==> config.mk <==
export PLATFORM = sky130hd
export DESIGN_NAME = fpp_flash_guard
export DESIGN_NICKNAME = d
export VERILOG_FILES = /design/src/fpp_pkg.sv /design/src/fpp_flash_guard.sv /design/src/fpp_byte_link.sv
export SDC_FILE = /design/constraint.sdc
export NUM_CORES = 1
export LEC_CHECK = 0
export BUFFER_PORTS_ARGS = -buffer_cell sky130_fd_sc_hd__buf_4
export CELL_PAD_IN_SITES_DETAIL_PLACEMENT = 0
export CELL_PAD_IN_SITES_GLOBAL_PLACEMENT = 1
export CORE_UTILIZATION = 42
export DETAILED_ROUTE_END_ITERATION = 8
export PLACE_DENSITY_LB_ADDON = 0.1
export SYNTH_ARGS = -nofsm -noshare
export SYNTH_HDL_FRONTEND = slang
export SYNTH_HIERARCHICAL = 1
export SYNTH_SLANG_ARGS = --single-unit
==> constraint.sdc <==
create_clock -name clk -period 2.85 [get_ports clk]
set_input_delay 0.1425 -clock clk [delete_from_list [all_inputs] [get_ports clk]]
set_output_delay 0.1425 -clock clk [all_outputs]
set_load 0.05 [all_outputs]
==> src/fpp_pkg.sv <==
package fpp_pkg;

  // ----------------------------------------
  // timing
  // ----------------------------------------
  localparam int CLK_HZ = 25_000_000;
  localparam int BAUD_HZ = 9600;
  localparam int BIT_CYC = CLK_HZ / BAUD_HZ;

  // ----------------------------------------
  // flash map
  // ----------------------------------------
  localparam logic [15:0] BOOT_BASE = 16'hF000;
  localparam logic [15:0] BOOT_TOP = 16'hFFFF;
  localparam int BOOT_BYTES = 4096;
  localparam logic [15:0] PROT_ADDR = 16'hFFDB;
  localparam logic [15:0] ID_FIRST = 16'hFFD4;
  localparam logic [15:0] ID_LAST = 16'hFFDA;
  localparam int ID_BYTES = 7;

  // ----------------------------------------
  // protect control byte fields
  // ----------------------------------------
  localparam int PROT_L1_BIT = 0;
  localparam int PROT_L2_BIT = 1;
  localparam int UNPROT_LO_BIT = 2;
  localparam int UNPROT_HI_BIT = 3;

  // ----------------------------------------
  // parallel operations
  // ----------------------------------------
  localparam logic [1:0] OP_READ = 2'h0;
  localparam logic [1:0] OP_PROG = 2'h1;
  localparam logic [1:0] OP_ERASE = 2'h2;

  // ----------------------------------------
  // registers
  // ----------------------------------------
  localparam logic [7:0] REG_STATUS = 8'h00;
  localparam logic [7:0] REG_CTRL = 8'h04;
  localparam logic [7:0] REG_TXDATA = 8'h08;
  localparam logic [7:0] CTRL_RST = 8'h00;
  localparam int CTRL_VARIANT_BIT = 0;
  localparam int ST_MODE_LSB = 0;
  localparam int ST_LEVEL_LSB = 2;
  localparam int ST_ID_OK_BIT = 4;
  localparam int ST_BUSY_BIT = 5;
  localparam int ST_ID_WAIT_BIT = 6;

  // ----------------------------------------
  // types
  // ----------------------------------------
  typedef enum logic [1:0] {FPP_MODE_USER, FPP_MODE_PARALLEL, FPP_MODE_SERIAL} fpp_mode_e;
  typedef enum logic [1:0] {FPP_PROT_OFF, FPP_PROT_L1, FPP_PROT_L2} fpp_prot_e;
  typedef enum logic {FPP_SER_ID, FPP_SER_CMD} fpp_ser_e;

endpackage

==> src/fpp_flash_guard.sv <==
`timescale 1ns/1ps
`default_nettype none
module fpp_flash_guard #(
  parameter int BIT_CYC = fpp_pkg::BIT_CYC
) (
  input wire logic clk,
  input wire logic rst,
  input wire logic boot_mode_select_pin,
  input wire logic program_select_input,
  input wire logic port3_bit2,
  input wire logic serial_clock_2_pin,
  input wire logic port0_bit4,
  output logic serial_out_2_pin,
  output logic port0_bit7,
  input wire logic [7:0] prot_ctrl_byte,
  input wire logic [55:0] stored_id,
  input wire logic flash_blank,
  input wire logic par_req,
  input wire logic [1:0] par_op,
  input wire logic par_boot_sel,
  input wire logic [15:0] par_addr,
  output logic par_grant,
  output logic par_refuse,
  output logic [15:0] erase_base,
  output logic [15:0] erase_top,
  input wire logic test_read_req,
  output logic test_grant,
  output logic test_refuse,
  input wire logic ser_wr_req,
  input wire logic [15:0] ser_wr_addr,
  output logic ser_wr_grant,
  output logic ser_wr_refuse,
  output logic cmd_valid,
  output logic [7:0] cmd_byte,
  input wire logic cmd_ack,
  output logic id_reject,
  input wire logic [7:0] reg_addr,
  input wire logic [7:0] reg_wdata,
  input wire logic reg_wr,
  input wire logic reg_rd,
  output logic [7:0] reg_rdata
);
  import fpp_pkg::*;

  // ----------------------------------------
  // elaboration checks
  // ----------------------------------------
  if (int'(BOOT_TOP) - int'(BOOT_BASE) + 1 != BOOT_BYTES) begin : g_bad_boot
    $error("boot area size mismatch");
  end
  if (int'(ID_LAST) - int'(ID_FIRST) + 1 != ID_BYTES) begin : g_bad_id
    $error("identifier span mismatch");
  end

  fpp_mode_e mode_reg;
  fpp_ser_e ser_reg;
  logic [3:0] strap_reg;
  logic in_rst_reg;
  logic [7:0] prot_byte_reg;
  logic [7:0] ctrl_reg;
  logic tx_start_reg;
  logic [7:0] tx_byte_reg;
  logic [2:0] id_cnt_reg;
  logic id_good_reg;
  logic id_ok_reg;
  logic pend_reg;
  logic rx_valid;
  logic [7:0] rx_byte;
  logic tx_busy;
  logic l1_sel;
  logic l2_sel;
  logic prot_on;
  fpp_prot_e level;
  logic id_match;
  logic unprot_write;
  logic boot_range_bad;

  // ----------------------------------------
  // mode entry at reset release
  // ----------------------------------------

  // straps tracked while reset is held
  always_ff @(posedge clk) begin
    if (rst) begin
      strap_reg <= {boot_mode_select_pin, program_select_input, port3_bit2, serial_clock_2_pin};
      in_rst_reg <= 1'b1;
    end else begin
      in_rst_reg <= 1'b0;
    end
  end

  // mode decided at the first edge after release
  always_ff @(posedge clk) begin
    if (rst) begin
      mode_reg <= FPP_MODE_USER;
    end else if (in_rst_reg) begin
      // mode pin must already be high
      if (!strap_reg[3]) begin
        // mode pin low keeps normal mode
        mode_reg <= FPP_MODE_USER;
      end else if (!strap_reg[2] && strap_reg[1] && !strap_reg[0]) begin
        mode_reg <= FPP_MODE_SERIAL;
      end else if (strap_reg[2]) begin
        mode_reg <= FPP_MODE_PARALLEL;
      end else begin
        mode_reg <= FPP_MODE_USER;
      end
    end
  end

  // ----------------------------------------
  // protect decode
  // ----------------------------------------

  // protect byte as read from flash
  always_ff @(posedge clk) begin
    if (rst) begin
      prot_byte_reg <= 8'hFF;
    end else begin
      prot_byte_reg <= prot_ctrl_byte;
    end
  end

  assign l1_sel = ~prot_byte_reg[PROT_L1_BIT];
  assign l2_sel = ~prot_byte_reg[PROT_L2_BIT];
  // unprotect bits 00 turn it off
  assign prot_on = (l1_sel | l2_sel) && {prot_byte_reg[UNPROT_HI_BIT], prot_byte_reg[UNPROT_LO_BIT]} != 2'b00;

  // level selection
  always_comb begin
    level = FPP_PROT_OFF;
    if (prot_on) begin
      if (l2_sel) begin
        level = FPP_PROT_L2;
      end else begin
        level = FPP_PROT_L1;
      end
    end
  end

  // ----------------------------------------
  // parallel access gate
  // ----------------------------------------

  assign unprot_write = prot_on && par_op != OP_READ && par_addr == PROT_ADDR;
  assign boot_range_bad = par_boot_sel && par_addr < BOOT_BASE;

  // grant or refuse each parallel request
  always_ff @(posedge clk) begin
    if (rst) begin
      par_grant <= 1'b0;
      par_refuse <= 1'b0;
      erase_base <= 16'h0000;
      erase_top <= 16'h0000;
    end else begin
      par_grant <= 1'b0;
      par_refuse <= 1'b0;
      if (par_req) begin
        if (mode_reg != FPP_MODE_PARALLEL || prot_on || unprot_write || boot_range_bad) begin
          par_refuse <= 1'b1;
        end else begin
          par_grant <= 1'b1;
          if (par_op == OP_ERASE) begin
            if (par_boot_sel) begin
              erase_base <= BOOT_BASE;
              erase_top <= BOOT_TOP;
            end else begin
              erase_base <= par_addr;
              erase_top <= par_addr;
            end
          end
        end
      end
    end
  end

  // factory test readout gate
  always_ff @(posedge clk) begin
    if (rst) begin
      test_grant <= 1'b0;
      test_refuse <= 1'b0;
    end else begin
      test_grant <= test_read_req && level != FPP_PROT_L2;
      test_refuse <= test_read_req && level == FPP_PROT_L2;
    end
  end

  // ----------------------------------------
  // serial link
  // ----------------------------------------

  fpp_byte_link #(
    .BIT_CYC(BIT_CYC)
  ) u_link (
    .clk(clk),
    .rst(rst),
    .variant_async(ctrl_reg[CTRL_VARIANT_BIT]),
    .sclk(serial_clock_2_pin),
    .rxd(port0_bit4),
    .txd(serial_out_2_pin),
    .rx_valid(rx_valid),
    .rx_byte(rx_byte),
    .tx_start(tx_start_reg),
    .tx_byte(tx_byte_reg),
    .tx_busy(tx_busy)
  );

  // byte i sits at first address plus i
  assign id_match = rx_byte == stored_id[8*id_cnt_reg +: 8];

  // identifier check, then command stream
  always_ff @(posedge clk) begin
    if (rst || mode_reg != FPP_MODE_SERIAL) begin
      ser_reg <= FPP_SER_ID;
      id_cnt_reg <= 3'h0;
      id_good_reg <= 1'b1;
      id_ok_reg <= 1'b0;
      id_reject <= 1'b0;
      cmd_valid <= 1'b0;
      cmd_byte <= 8'h00;
    end else begin
      id_reject <= 1'b0;
      cmd_valid <= 1'b0;
      case (ser_reg)
        FPP_SER_ID: begin
          if (flash_blank) begin
            ser_reg <= FPP_SER_CMD;
            id_ok_reg <= 1'b1;
          end else if (rx_valid) begin
            if (id_cnt_reg == 3'(ID_BYTES - 1)) begin
              id_cnt_reg <= 3'h0;
              id_good_reg <= 1'b1;
              if (id_good_reg && id_match) begin
                ser_reg <= FPP_SER_CMD;
                id_ok_reg <= 1'b1;
              end else begin
                id_reject <= 1'b1;
              end
            end else begin
              id_cnt_reg <= id_cnt_reg + 3'h1;
              id_good_reg <= id_good_reg & id_match;
            end
          end
        end
        FPP_SER_CMD: begin
          if (rx_valid) begin
            cmd_valid <= 1'b1;
            cmd_byte <= rx_byte;
          end
        end
        default: begin
          ser_reg <= FPP_SER_ID;
        end
      endcase
    end
  end

  // pending command, new byte wins over ack
  always_ff @(posedge clk) begin
    if (rst) begin
      pend_reg <= 1'b0;
    end else if (rx_valid && ser_reg == FPP_SER_CMD && mode_reg == FPP_MODE_SERIAL) begin
      pend_reg <= 1'b1;
    end else if (cmd_ack) begin
      pend_reg <= 1'b0;
    end
  end

  always_ff @(posedge clk) begin
    if (rst) begin
      port0_bit7 <= 1'b0;
    end else begin
      port0_bit7 <= mode_reg == FPP_MODE_SERIAL && (pend_reg || tx_busy || tx_start_reg);
    end
  end

  // user area write gate in serial mode
  always_ff @(posedge clk) begin
    if (rst) begin
      ser_wr_grant <= 1'b0;
      ser_wr_refuse <= 1'b0;
    end else begin
      ser_wr_grant <= ser_wr_req && mode_reg == FPP_MODE_SERIAL && id_ok_reg && ser_wr_addr < BOOT_BASE;
      ser_wr_refuse <= ser_wr_req && !(mode_reg == FPP_MODE_SERIAL && id_ok_reg && ser_wr_addr < BOOT_BASE);
    end
  end

  // ----------------------------------------
  // register port
  // ----------------------------------------

  // control and transmit writes
  always_ff @(posedge clk) begin
    if (rst) begin
      ctrl_reg <= CTRL_RST;
      tx_start_reg <= 1'b0;
      tx_byte_reg <= 8'h00;
    end else begin
      tx_start_reg <= 1'b0;
      if (reg_wr && reg_addr == REG_CTRL) begin
        ctrl_reg <= {7'h00, reg_wdata[CTRL_VARIANT_BIT]};
      end
      if (reg_wr && reg_addr == REG_TXDATA) begin
        tx_start_reg <= 1'b1;
        tx_byte_reg <= reg_wdata;
      end
    end
  end

  // read data one cycle after the strobe
  always_ff @(posedge clk) begin
    if (rst) begin
      reg_rdata <= 8'h00;
    end else if (reg_rd) begin
      case (reg_addr)
        REG_STATUS: begin
          reg_rdata <= 8'h00;
          reg_rdata[ST_MODE_LSB +: 2] <= mode_reg;
          reg_rdata[ST_LEVEL_LSB +: 2] <= level;
          reg_rdata[ST_ID_OK_BIT] <= id_ok_reg;
          reg_rdata[ST_BUSY_BIT] <= port0_bit7;
          reg_rdata[ST_ID_WAIT_BIT] <= ser_reg == FPP_SER_ID;
        end
        REG_CTRL: begin
          reg_rdata <= ctrl_reg;
        end
        default: begin
          reg_rdata <= 8'h00; // unmapped and transmit read as zero
        end
      endcase
    end else begin
      reg_rdata <= 8'h00;
    end
  end

endmodule // fpp_flash_guard
`default_nettype wire

==> src/fpp_byte_link.sv <==
`timescale 1ns/1ps
`default_nettype none
module fpp_byte_link #(
  parameter int BIT_CYC = 2604
) (
  input wire logic clk,
  input wire logic rst,
  input wire logic variant_async,
  input wire logic sclk,
  input wire logic rxd,
  output logic txd,
  output logic rx_valid,
  output logic [7:0] rx_byte,
  input wire logic tx_start,
  input wire logic [7:0] tx_byte,
  output logic tx_busy
);

  localparam int CW = $clog2(BIT_CYC + 1);

  // ----------------------------------------
  // elaboration check
  // ----------------------------------------
  if (BIT_CYC < 4) begin : g_bad_cyc
    $error("bit period too short");
  end

  logic sclk_d_reg;
  logic [7:0] rx_sh_reg;
  logic [3:0] rx_bit_reg;
  logic [CW-1:0] rx_cnt_reg;
  logic rx_act_reg;
  logic [9:0] tx_sh_reg;
  logic [3:0] tx_left_reg;
  logic [CW-1:0] tx_cnt_reg;
  logic sclk_rise;
  logic sclk_fall;

  // serial clock edges
  always_ff @(posedge clk) begin
    if (rst) begin
      sclk_d_reg <= 1'b0;
    end else begin
      sclk_d_reg <= sclk;
    end
  end
  assign sclk_rise = sclk & ~sclk_d_reg;
  assign sclk_fall = ~sclk & sclk_d_reg;

  // receiver, lsb first in both variants
  always_ff @(posedge clk) begin
    if (rst) begin
      rx_sh_reg <= 8'h00;
      rx_bit_reg <= 4'h0;
      rx_cnt_reg <= '0;
      rx_act_reg <= 1'b0;
      rx_valid <= 1'b0;
      rx_byte <= 8'h00;
    end else begin
      rx_valid <= 1'b0;
      if (!variant_async) begin
        if (sclk_rise) begin
          rx_sh_reg <= {rxd, rx_sh_reg[7:1]};
          if (rx_bit_reg == 4'h7) begin
            rx_bit_reg <= 4'h0;
            rx_valid <= 1'b1;
            rx_byte <= {rxd, rx_sh_reg[7:1]};
          end else begin
            rx_bit_reg <= rx_bit_reg + 4'h1;
          end
        end
      end else if (!rx_act_reg) begin
        if (!rxd) begin
          rx_act_reg <= 1'b1;
          rx_bit_reg <= 4'h0;
          rx_cnt_reg <= CW'(BIT_CYC / 2);
        end
      end else if (rx_cnt_reg != '0) begin
        rx_cnt_reg <= rx_cnt_reg - CW'(1);
      end else begin
        rx_cnt_reg <= CW'(BIT_CYC - 1);
        rx_bit_reg <= rx_bit_reg + 4'h1;
        if (rx_bit_reg == 4'h0 && rxd) begin
          rx_act_reg <= 1'b0; // false start
        end else if (rx_bit_reg == 4'h9) begin
          rx_act_reg <= 1'b0;
          rx_valid <= rxd; // framing error drops byte
          rx_byte <= rx_sh_reg;
        end else if (rx_bit_reg != 4'h0) begin
          rx_sh_reg <= {rxd, rx_sh_reg[7:1]};
        end
      end
    end
  end

  // transmitter
  always_ff @(posedge clk) begin
    if (rst) begin
      txd <= 1'b1;
      tx_sh_reg <= 10'h3FF;
      tx_left_reg <= 4'h0;
      tx_cnt_reg <= '0;
    end else if (tx_start && tx_left_reg == 4'h0) begin
      if (!variant_async) begin
        txd <= tx_byte[0];
        tx_sh_reg <= {3'h7, tx_byte[7:1]};
        tx_left_reg <= 4'h7;
      end else begin
        tx_sh_reg <= {1'b1, tx_byte, 1'b0};
        tx_left_reg <= 4'hA;
        tx_cnt_reg <= '0;
      end
    end else if (tx_left_reg != 4'h0) begin
      if (!variant_async) begin
        if (sclk_fall) begin
          txd <= tx_sh_reg[0];
          tx_sh_reg <= {1'b1, tx_sh_reg[9:1]};
          tx_left_reg <= tx_left_reg - 4'h1;
        end
      end else if (tx_cnt_reg != '0) begin
        tx_cnt_reg <= tx_cnt_reg - CW'(1);
      end else begin
        txd <= tx_sh_reg[0];
        tx_sh_reg <= {1'b1, tx_sh_reg[9:1]};
        tx_left_reg <= tx_left_reg - 4'h1;
        tx_cnt_reg <= CW'(BIT_CYC - 1);
      end
    end else if (tx_cnt_reg != '0) begin
      tx_cnt_reg <= tx_cnt_reg - CW'(1); // stop bit time
    end
  end
  assign tx_busy = (tx_left_reg != 4'h0) || (tx_cnt_reg != '0);

endmodule // fpp_byte_link
`default_nettype wire

==> results of run 1 <==
==> report_power, final <==
part	switching [uW]	internal [uW]	leakage, uW
Combinational	684	542	0.00215
Clock	820	1260	0.000272
Sequential	97.4	2080	0.00115
==> what timing repair did <==
action                    in CTS  in global routing
hold buffers                  28                  0
hold endpoints to repair      32                  0
buffers inserted               0                  0
gates resized for setup        0                  0
==> logic make-up (layout without fill, tap and decap cells) <==
kind of cell / Yosys count / after routing / share of synthesized area
multiplexers: 56 / 56 / 0.08376
buffers and inverters: 65 / 254 / 0.05185
adder cells (fa/ha/maj): 9 / 9 / 0.01632
AO/OA/AOI/OAI: 168 / 168 / 0.1659
flip-flops: 141 / 141 / 0.4148
XOR/XNOR: 7 / 7 / 0.008883
other: 1 / 1 / 0.0005434
AND/OR/NAND/NOR: 329 / 329 / 0.2580
==> worst register-to-register path, delay by kind of cell, from the launching register on <==
| family | cells | cell delay, ns |
|---|---|---|
| AND/OR/NAND/NOR | 2 | 0.72 |
| flip-flops | 1 | 0.62 |
| AO/OA/AOI/OAI | 4 | 0.96 |
==> metal layers <==
| metal | track usage | vias up | wire length [microns] |
|---|---|---|---|
| li1 | - | 3183 | - |
| met1 | 0.2963 | 2952 | 8795 |
| met2 | 0.3508 | 172 | 8412 |
| met3 | 0.05248 | 20 | 1044 |
| met4 | 0.06019 | 0 | 197 |
| met5 | 0 | - | 0 |
==> synth_stat cells (all sizes together) (9+ instances only) <==
master	instances	area share
mux2i	51	0.074
nand2b	10	0.0091
and2	11	0.010
o21ai	25	0.018
a21oi	56	0.041
ha	9	0.016
nand3	20	0.015
or2	9	0.0082
nand3b	14	0.015
nor2	87	0.048
clkbuf	25	0.015
nor2b	19	0.017
inv	14	0.0076
dfxtp	137	0.40
nor3	64	0.047
buf	25	0.028
nand2	46	0.025
a211oi	23	0.026
==> final cells by class <==
type	count	share of cell area
multi-input cells	570	0.4056
flip-flops and latches	141	0.3150
repair buffers	210	0.1826
clock buffers	19	0.05108
well taps	216	0.02974
clock inverters	11	0.01019
inverters	14	0.005783
==> worst paths after layout <==
check | from | end | slack [ns] | depth (start not counted)
min reg2reg | prot_byte_reg[0] | reg_rdata[2] | 0.42 | 1
max | id_cnt_reg[2] | id_ok_reg | 0.47 | 6
min | par_addr[15] | erase_base[15] | 0.005 | 3
max reg2reg | id_cnt_reg[2] | id_ok_reg | 0.47 | 6
==> layout by cell type (no fill, tap or decap), types with 5 or more instances in the layout <==
cell / count
a21oi_1: 55
nor2_1: 86
nand3_1: 20
a2111oi_0: 6
nand2b_1: 10
nand4_1: 8
nor4_1: 6
nand3b_1: 14
inv_1: 13
dfxtp_1: 137
a211oi_1: 20
a31oi_1: 5
o22ai_1: 8
xnor2_1: 7
dlygate4sd3_1: 28
mux2i_1: 51
nor3_1: 63
clkbuf_16: 18
nor2b_1: 19
ha_1: 9
clkinv_2: 5
o21ai_0: 23
and2_1: 10
nand2_1: 45
or2_2: 9
buf_4: 181
a21o_1: 7
==> per-stage QoR <==
step	setup slack, ns	total power (uW)	area [sq um]
final	0.4658	5479	9087
after global routing	0.2322	5780	9087
after CTS	0.4801	5530	9087
after detailed placement	0.4957	3399	8250
after global placement	0.5387	3364	8250
after floorplan	0.9294	3034	6902
==> metrics.csv, run 1 <==
stage,metric,value,unit
run_status,outcome,completed,
critical_path,cp-end-kind,register,
timing,drv_slew,0,
timing,timing.final.crit_period,2.384,ns
clock_network,h-tree-depth,4,
global_routing,gr-total-overflow,0,
critical_path,worstPathMaxFanout,13,
clock_network,clockBufferDepth,2,
floorplan,fp.coreArea,0.01594,sq mm
cells_and_area,regMostFlops,erase_base,
power_and_ir_drop,power_density,603.0,mW/mm^2
global_routing,grt_max_degree,68,
cells_and_area,drive_above_1_share,0.2580,
synth,synth_ff_type,dfxtp_1,
critical_path,cp_cell_sequence,nor2b_1 > a22oi_1 > a21o_1 > a221oi_1 > nand4_1 > o31ai_2,
run,cap_violations,0,
clock_network,cts_sinks,141,
synth,ys_warn_count,6,
power_and_ir_drop,vdd_drop_max,0.4835,mV
global_routing,grt_pass1_vias,5775,
placement,globalplace.congestion,0.8507,
timing,slew_headroom,0.4278,
detailed_routing,routed_wl,18.45,mm
global_routing,antenna_found_initial,0,
synth,synth-edff-count,4,
timing,finalCritPeriodShare,0.8366,
synth,ys_seq_area_frac,0.4148,
synth,syn_area,0.006902,sq mm
power_and_ir_drop,leakage,0.003575,uW
cells_and_area,seq_area,0.002863,sq mm
cells_and_area,syn_to_final_growth,31.67,%
critical_path,crit_family,compound AO/OA/AOI/OAI gates,
global_routing,grt_pass1_wl,29.20,mm
timing,fin_skew,0.007738,ns
critical_path,cp_num_buf_inv,0,
detailed_routing,drt_iter0_drc,349,
cells_and_area,fillers,1401,
hold_path,hold_class,primary input to register,
timing,setup_tns,0,ns
synth,synthArstFlopShare,0,
floorplan,start_util,0.4329,
timing,tightestPinTransition,0.8554,ns
floorplan,dieArea,0.01695,sq mm
synth,syn_nets,914,
synth,syn_avg_cell_area,8.894,sq um
synth,yosys_register_bits,141,
critical_path,crit_slowest_cell,dfxtp_1,
global_routing,grt_use_total,0.2201,
floorplan,pin_count,187,
cells_and_area,fin_util,0.5700,
synth,yosys.cell_types.count,84,
cells_and_area,largest_register_ffs,16,
detailed_routing,first_pass_iters,5,
placement,portBuffers,169,
floorplan,die_height,130.2,microns
placement,dp_hpwl,13.25,mm
synth,netlist_instances,776,
detailed_routing,detail-route-antenna-nets,0,
cells_and_area,antenna_cells,0,
timing,holdWs,0.005137,ns
detailed_routing,post_drt_wl_per_cell,15.62,microns
timing,fmax,0.4194,GHz
clock_network,clk_pin_slew,0.06,ns
placement,placed_cells,1123,
timing,final-setup-viol-count,0,
clock_network,numCtsBuffers,17,
clock_network,cts_root_buf,clkbuf_16,
critical_path,critPathRequiredTime,3.18,ns
floorplan,chipWidth,130.2,microns
cells_and_area,num-nets-final,1092,
clock_network,clkLatencyLatePin,0.42,ns
clock_network,cts_tree,done,
cells_and_area,multi_input_area,0.003686,sq mm
detailed_routing,vias,6327,
critical_path,slowest_delay,0.62,ns
detailed_routing,post-route-drc-count,0,
floorplan,row_count,46,
cells_and_area,stdcell_count,1181,
critical_path,crit_type,register to register,
timing,hold_viol_final,0,
critical_path,crit_arrival,2.71,ns
critical_path,start_kind,register,
detailed_routing,via_per_inst,5.357,
timing,rsz0062_at_grt,false,
Note: power is estimated with default switching activity, not from simulation.
==> inputs of run 2 (changes only) <==
--- a/config.mk
+++ b/config.mk
@@ -8,7 +8,7 @@
 export BUFFER_PORTS_ARGS = -buffer_cell sky130_fd_sc_hd__buf_4
 export CELL_PAD_IN_SITES_DETAIL_PLACEMENT = 0
 export CELL_PAD_IN_SITES_GLOBAL_PLACEMENT = 1
-export CORE_UTILIZATION = 42
+export CORE_UTILIZATION = 35
 export DETAILED_ROUTE_END_ITERATION = 8
 export PLACE_DENSITY_LB_ADDON = 0.1
 export SYNTH_ARGS = -nofsm -noshare
==> constraint.sdc (replaced) <==
create_clock -name clk -period 2.15 [get_ports clk]
set_input_delay 0.1075 -clock clk [delete_from_list [all_inputs] [get_ports clk]]
set_output_delay 0.1075 -clock clk [all_outputs]
set_load 0.05 [all_outputs]
==> metrics.csv, run 2 (synthesis results as in run 1) <==
stage,metric,value,unit
placement,pre_cts_ws,-0.04269,ns
clock_network,cts_tree,done,
detailed_routing,first_pass_iters,5,
clock_network,numCtsBuffers,17,
timing,final-setup-viol-count,0,
power_and_ir_drop,pwr-share-seq,0.366,
clock_network,h-tree-depth,4,
timing,finalCritPeriodShare,0.9536,
placement,dp_hpwl,13.70,mm
critical_path,crit_type,register to register,
detailed_routing,via_per_inst,5.097,
cells_and_area,drive_above_1_share,0.2975,
detailed_routing,post_drt_wl_per_cell,15.06,microns
cells_and_area,layout_common_cells,"204 x buf_4, 133 x dfxtp_1, 85 x nor2_1",
power_and_ir_drop,power.switching,2254,uW
clock_network,clockBufferDepth,2,
timing,fin_skew,0.01018,ns
cells_and_area,final_common_cell,buf_4,
floorplan,start_util,0.3629,
detailed_routing,routed_wl,19.05,mm
floorplan,pin_count,187,
critical_path,critPathRequiredTime,2.43,ns
floorplan,chipWidth,142.4,microns
timing,hold_viol_final,0,
clock_network,cts_sinks,141,
critical_path,worstPathMaxFanout,11,
critical_path,start_kind,register,
placement,portBuffers,169,
global_routing,grt_max_degree,60,
cells_and_area,fillers,1835,
power_and_ir_drop,p_clk_frac,0.404,
timing,slew_headroom,0.5731,
floorplan,die_height,142.4,microns
placement,globalplace.congestion,0.8056,
global_routing,grt_pass1_vias,6234,
timing,worst_slack,0.09976,ns
global_routing,grt_use_total,0.1898,
timing,holdWs,0.02902,ns
critical_path,cp-end-kind,register,
cells_and_area,stdcell_count,1265,
timing,timing.final.crit_period,2.050,ns
global_routing,gr-total-overflow,0,
power_and_ir_drop,power.internal,5644,uW
hold_path,hold_class,primary input to register,
cells_and_area,num-nets-final,1130,
timing,drv_slew,0,
cells_and_area,syn_to_final_growth,40.79,%
global_routing,antenna_found_initial,0,
detailed_routing,detail-route-antenna-nets,0,
detailed_routing,vias,6448,
run_status,outcome,completed,
cells_and_area,antenna_cells,0,
run,cap_violations,0,
floorplan,row_count,50,
timing,setup_tns,0,ns
timing,tightestPinTransition,0.6361,ns
clock_network,clk_pin_slew,0.06,ns
placement,placed_cells,1193,
power_and_ir_drop,leakage,0.003850,uW
clock_network,cts_root_buf,clkbuf_16,
power_and_ir_drop,power_density,812.8,mW/mm^2
power_and_ir_drop,p_comb_frac,0.230,
floorplan,dieArea,0.02028,sq mm
cells_and_area,regMostFlops,erase_base,
cells_and_area,largest_register_ffs,16,
floorplan,fp.coreArea,0.01902,sq mm
timing,fmax,0.4877,GHz
power_and_ir_drop,sw_frac_of_total,0.2854,
clock_network,clkLatencyLatePin,0.42,ns
detailed_routing,post-route-drc-count,0,
power_and_ir_drop,vdd_drop_max,0.5922,mV
critical_path,crit_arrival,2.33,ns
detailed_routing,drt_iter0_drc,319,
global_routing,grt_pass1_wl,30.64,mm
run 2: critical path, cell delays in order, from the launching register on:
cell and delay, ns:
dfxtp_4 0.39, nor2b_2 0.18, buf_4 0.15, a22o_1 0.22, o21a_1 0.20, nor4b_2 0.32
nand4_1 0.26, nor4b_4 0.21
run 2: worst paths after layout:
path | start | slack, ns | to | cells past startpoint
setup reg to reg | id_cnt_reg[2] | 0.1 | id_reject | 7
setup / recovery | id_cnt_reg[2] | 0.1 | id_reject | 7
hold reg to reg | prot_byte_reg[0] | 0.43 | reg_rdata[2] | 1
hold / removal | cmd_ack | 0.03 | pend_reg | 3
run 2: per-stage QoR:
step / instance area (sq um) / power, uW / utilization
after detailed placement: 8551 / 4599 / 0.4496
after floorplan: 6902 / 4022 / -
after global placement: 8551 / 4574 / 0.4496
final: 9717 / 7898 / 0.5109
after global routing: 9717 / 8316 / 0.5109
after CTS: 9587 / 7886 / 0.5041
run 2: metal layers:
layer,vias up,share of wire,global-route usage
met4,0,0.013,0.05999
met1,3011,0.47,0.2473
li1,3276,-,-
met5,-,0,0
met2,141,0.47,0.3106
met3,20,0.050,0.04206
run 2: area by class of cell:
cell class / instances / area [sq um] / share of cell area
multi-input cells: 570 / 3775 / 0.3885
clock buffers: 22 / 505.5 / 0.05202
repair buffers: 248 / 2037 / 0.2096
flip-flops and latches: 141 / 2873 / 0.2956
well taps: 260 / 325.3 / 0.03348
clock inverters: 10 / 148.9 / 0.01532
inverters: 14 / 52.55 / 0.005408
run 2: timing repair:
| action | in CTS | in global routing |
|---|---|---|
| pin swaps | 0 | 6 |
| endpoints found under the setup margin | 2 | 28 |
| hold endpoints to repair | 55 | 0 |
| buffers inserted | 0 | 1 |
| resized for setup | 1 | 24 |
| gates cloned | 0 | 1 |
| hold buffers | 38 | 0 |
run 2: power by group through the flow:
stage	Sequential [uW]	Clock [uW]	Combinational, uW
5_1_grt	2910	3380	2030
4_1_cts	2880	3270	1730
6_report	2890	3190	1820
2_1_floorplan	2930	0	1090
3_5_place_dp	2940	0	1660
3_3_place_gp	2930	0	1640
==> inputs of run 3 (changes only) <==
--- a/config.mk
+++ b/config.mk
@@ -6,7 +6,7 @@
 export NUM_CORES = 1
 export LEC_CHECK = 0
 export BUFFER_PORTS_ARGS = -buffer_cell sky130_fd_sc_hd__buf_4
-export CELL_PAD_IN_SITES_DETAIL_PLACEMENT = 0
+export CELL_PAD_IN_SITES_DETAIL_PLACEMENT = 1
 export CELL_PAD_IN_SITES_GLOBAL_PLACEMENT = 1
 export CORE_UTILIZATION = 35
 export DETAILED_ROUTE_END_ITERATION = 8
==> metrics.csv, run 3 (synthesis results as in run 1) <==
stage,metric,value,unit
run_status,outcome,completed,
clock_network,cts_sinks,141,
timing,slew_headroom,0.5869,
critical_path,critPathRequiredTime,2.50,ns
timing,setup_tns,0,ns
global_routing,grt_pass1_vias,6867,
critical_path,start_kind,register,
cells_and_area,seq_area,0.002874,sq mm
critical_path,cp-end-kind,register,
timing,final-setup-viol-count,0,
clock_network,clk_pin_slew,0.06,ns
floorplan,pin_count,187,
timing,fin_skew,0.01598,ns
detailed_routing,vias,6697,
clock_network,cts_tree,done,
cells_and_area,multi_input_area,0.003809,sq mm
detailed_routing,post_drt_wl_per_cell,17.21,microns
timing,timing.final.crit_period,2.098,ns
global_routing,antenna_found_initial,0,
cells_and_area,drive_above_1_share,0.3053,
global_routing,grt_use_total,0.2153,
power_and_ir_drop,leakage,0.003849,uW
placement,placed_area,0.008551,sq mm
cells_and_area,final_common_cell,buf_4,
power_and_ir_drop,power.switching,2469,uW
cells_and_area,fillers,2247,
power_and_ir_drop,power_density,799.2,mW/mm^2
hold_path,hold_class,primary input to register,
power_and_ir_drop,p_comb_frac,0.260,
clock_network,clkLatencyLatePin,0.43,ns
floorplan,start_util,0.3629,
detailed_routing,detail-route-antenna-nets,0,
power_and_ir_drop,vdd_drop_max,0.6687,mV
cells_and_area,syn_to_final_growth,40.83,%
cells_and_area,largest_register_ffs,16,
timing,hold_viol_final,0,
power_and_ir_drop,p_clk_frac,0.366,
run,cap_violations,0,
placement,dp_hpwl,15.50,mm
floorplan,row_count,50,
floorplan,fp.coreArea,0.01902,sq mm
placement,globalplace.congestion,0.8056,
cells_and_area,num-nets-final,1134,
detailed_routing,routed_wl,21.84,mm
timing,fmax,0.4766,GHz
global_routing,grt_pass1_wl,34.46,mm
global_routing,grt_max_degree,60,
clock_network,cts_root_buf,clkbuf_16,
cells_and_area,regMostFlops,erase_base,
placement,portBuffers,169,
power_and_ir_drop,power.internal,5299,uW
cells_and_area,stdcell_area,0.009719,sq mm
floorplan,dieArea,0.02028,sq mm
critical_path,worstPathMaxFanout,12,
power_and_ir_drop,sw_frac_of_total,0.3178,
critical_path,crit_arrival,2.45,ns
clock_network,numCtsBuffers,17,
detailed_routing,first_pass_iters,4,
floorplan,die_height,142.4,microns
global_routing,gr-total-overflow,0,
floorplan,chipWidth,142.4,microns
cells_and_area,antenna_cells,0,
cells_and_area,layout_common_cells,"205 x buf_4, 132 x dfxtp_1, 85 x nor2_1",
detailed_routing,via_per_inst,5.277,
power_and_ir_drop,pwr-share-seq,0.373,
timing,tightestPinTransition,0.6155,ns
detailed_routing,drt_iter0_drc,317,
clock_network,clockBufferDepth,2,
critical_path,crit_type,register to register,
detailed_routing,post-route-drc-count,0,
clock_network,h-tree-depth,4,
timing,rsz0062_at_grt,true,
timing,drv_slew,0,
timing,finalCritPeriodShare,0.9758,
## run 3: cell count changes in the layout (fill, tap and decap cells not counted), moves of 2 or more
cell | previous run | this run
inv_8 | 0 | 2
clkinvlp_4 | 2 | 0
buf_6 | 0 | 2
clkinv_4 | 2 | 4
inv_6 | 3 | 5
bufinv_16 | 3 | 0
clkbuf_8 | 4 | 2
## run 3: through the flow
| step | utilization | setup slack (ns) | hold WS (ns) | power (uW) | cells |
|---|---|---|---|---|---|
| after global routing | 0.5111 | -0.01296 | 0.03376 | 8163 | 1269 |
| after floorplan | - | 0.2294 | 0.1352 | 4022 | 776 |
| after CTS | 0.5004 | 0.003108 | 0.007020 | 7620 | 1262 |
| after detailed placement | 0.4496 | -0.08779 | 0.2881 | 4664 | 1193 |
| final | 0.5111 | 0.05194 | 0.02810 | 7768 | 1269 |
| after global placement | 0.4496 | 0.02642 | 0.2893 | 4574 | 1193 |
## run 3: repair_timing
item,CTS,global route
hold buffers,37,0
gates cloned,0,2
endpoints found under the hold margin,54,0
endpoints found under the setup margin,6,27
setup buffers,0,5
pin swaps,2,9
resized for setup,5,30
## run 3: power groups by stage
stage	Clock (uW)	Sequential, uW	Combinational [uW]
floorplan	0	2930	1090
global placement	0	2930	1640
detailed placement	0	2940	1720
CTS	2920	2890	1820
global route	3030	2920	2210
finish	2850	2900	2020
## run 3: final cells by class
class / instances / area share
clock buffer: 19 / 0.04660
inverter: 14 / 0.005407
tap: 260 / 0.03347
timing repair buffer: 252 / 0.2142
clock inverter: 13 / 0.01274
multi-input combinational: 570 / 0.3919
sequential: 141 / 0.2957
## run 3: metal layers
| layer | track usage | vias up | part of all wire |
|---|---|---|---|
| met1 | 0.2679 | 3282 | 0.45 |
| met5 | 0 | - | 0 |
| met4 | 0.05886 | 0 | 0.011 |
| met2 | 0.3769 | 131 | 0.49 |
| li1 | - | 3263 | - |
| met3 | 0.04172 | 21 | 0.042 |
## run 3: final timing paths
check                                     startpoint                    to  depth (start not counted)  slack [ns]
worst max register to register  u_link/rx_cnt_reg[1]  u_link/rx_bit_reg[2]                          7        0.05
worst min register to register      prot_byte_reg[0]          reg_rdata[2]                          1        0.44
worst min-delay path                     flash_blank               ser_reg                          3        0.03
worst max-delay path            u_link/rx_cnt_reg[1]  u_link/rx_bit_reg[2]                          7        0.05
## run 3: worst max-delay path, stage by stage, from the launching register on
cell and delay [ns]:
dfxtp_1 0.33, inv_1 0.10, ha_1 0.16, nor4b_4 0.22, and4b_2 0.45, o221ai_1 0.21
or3b_1 0.41, a21oi_1 0.14
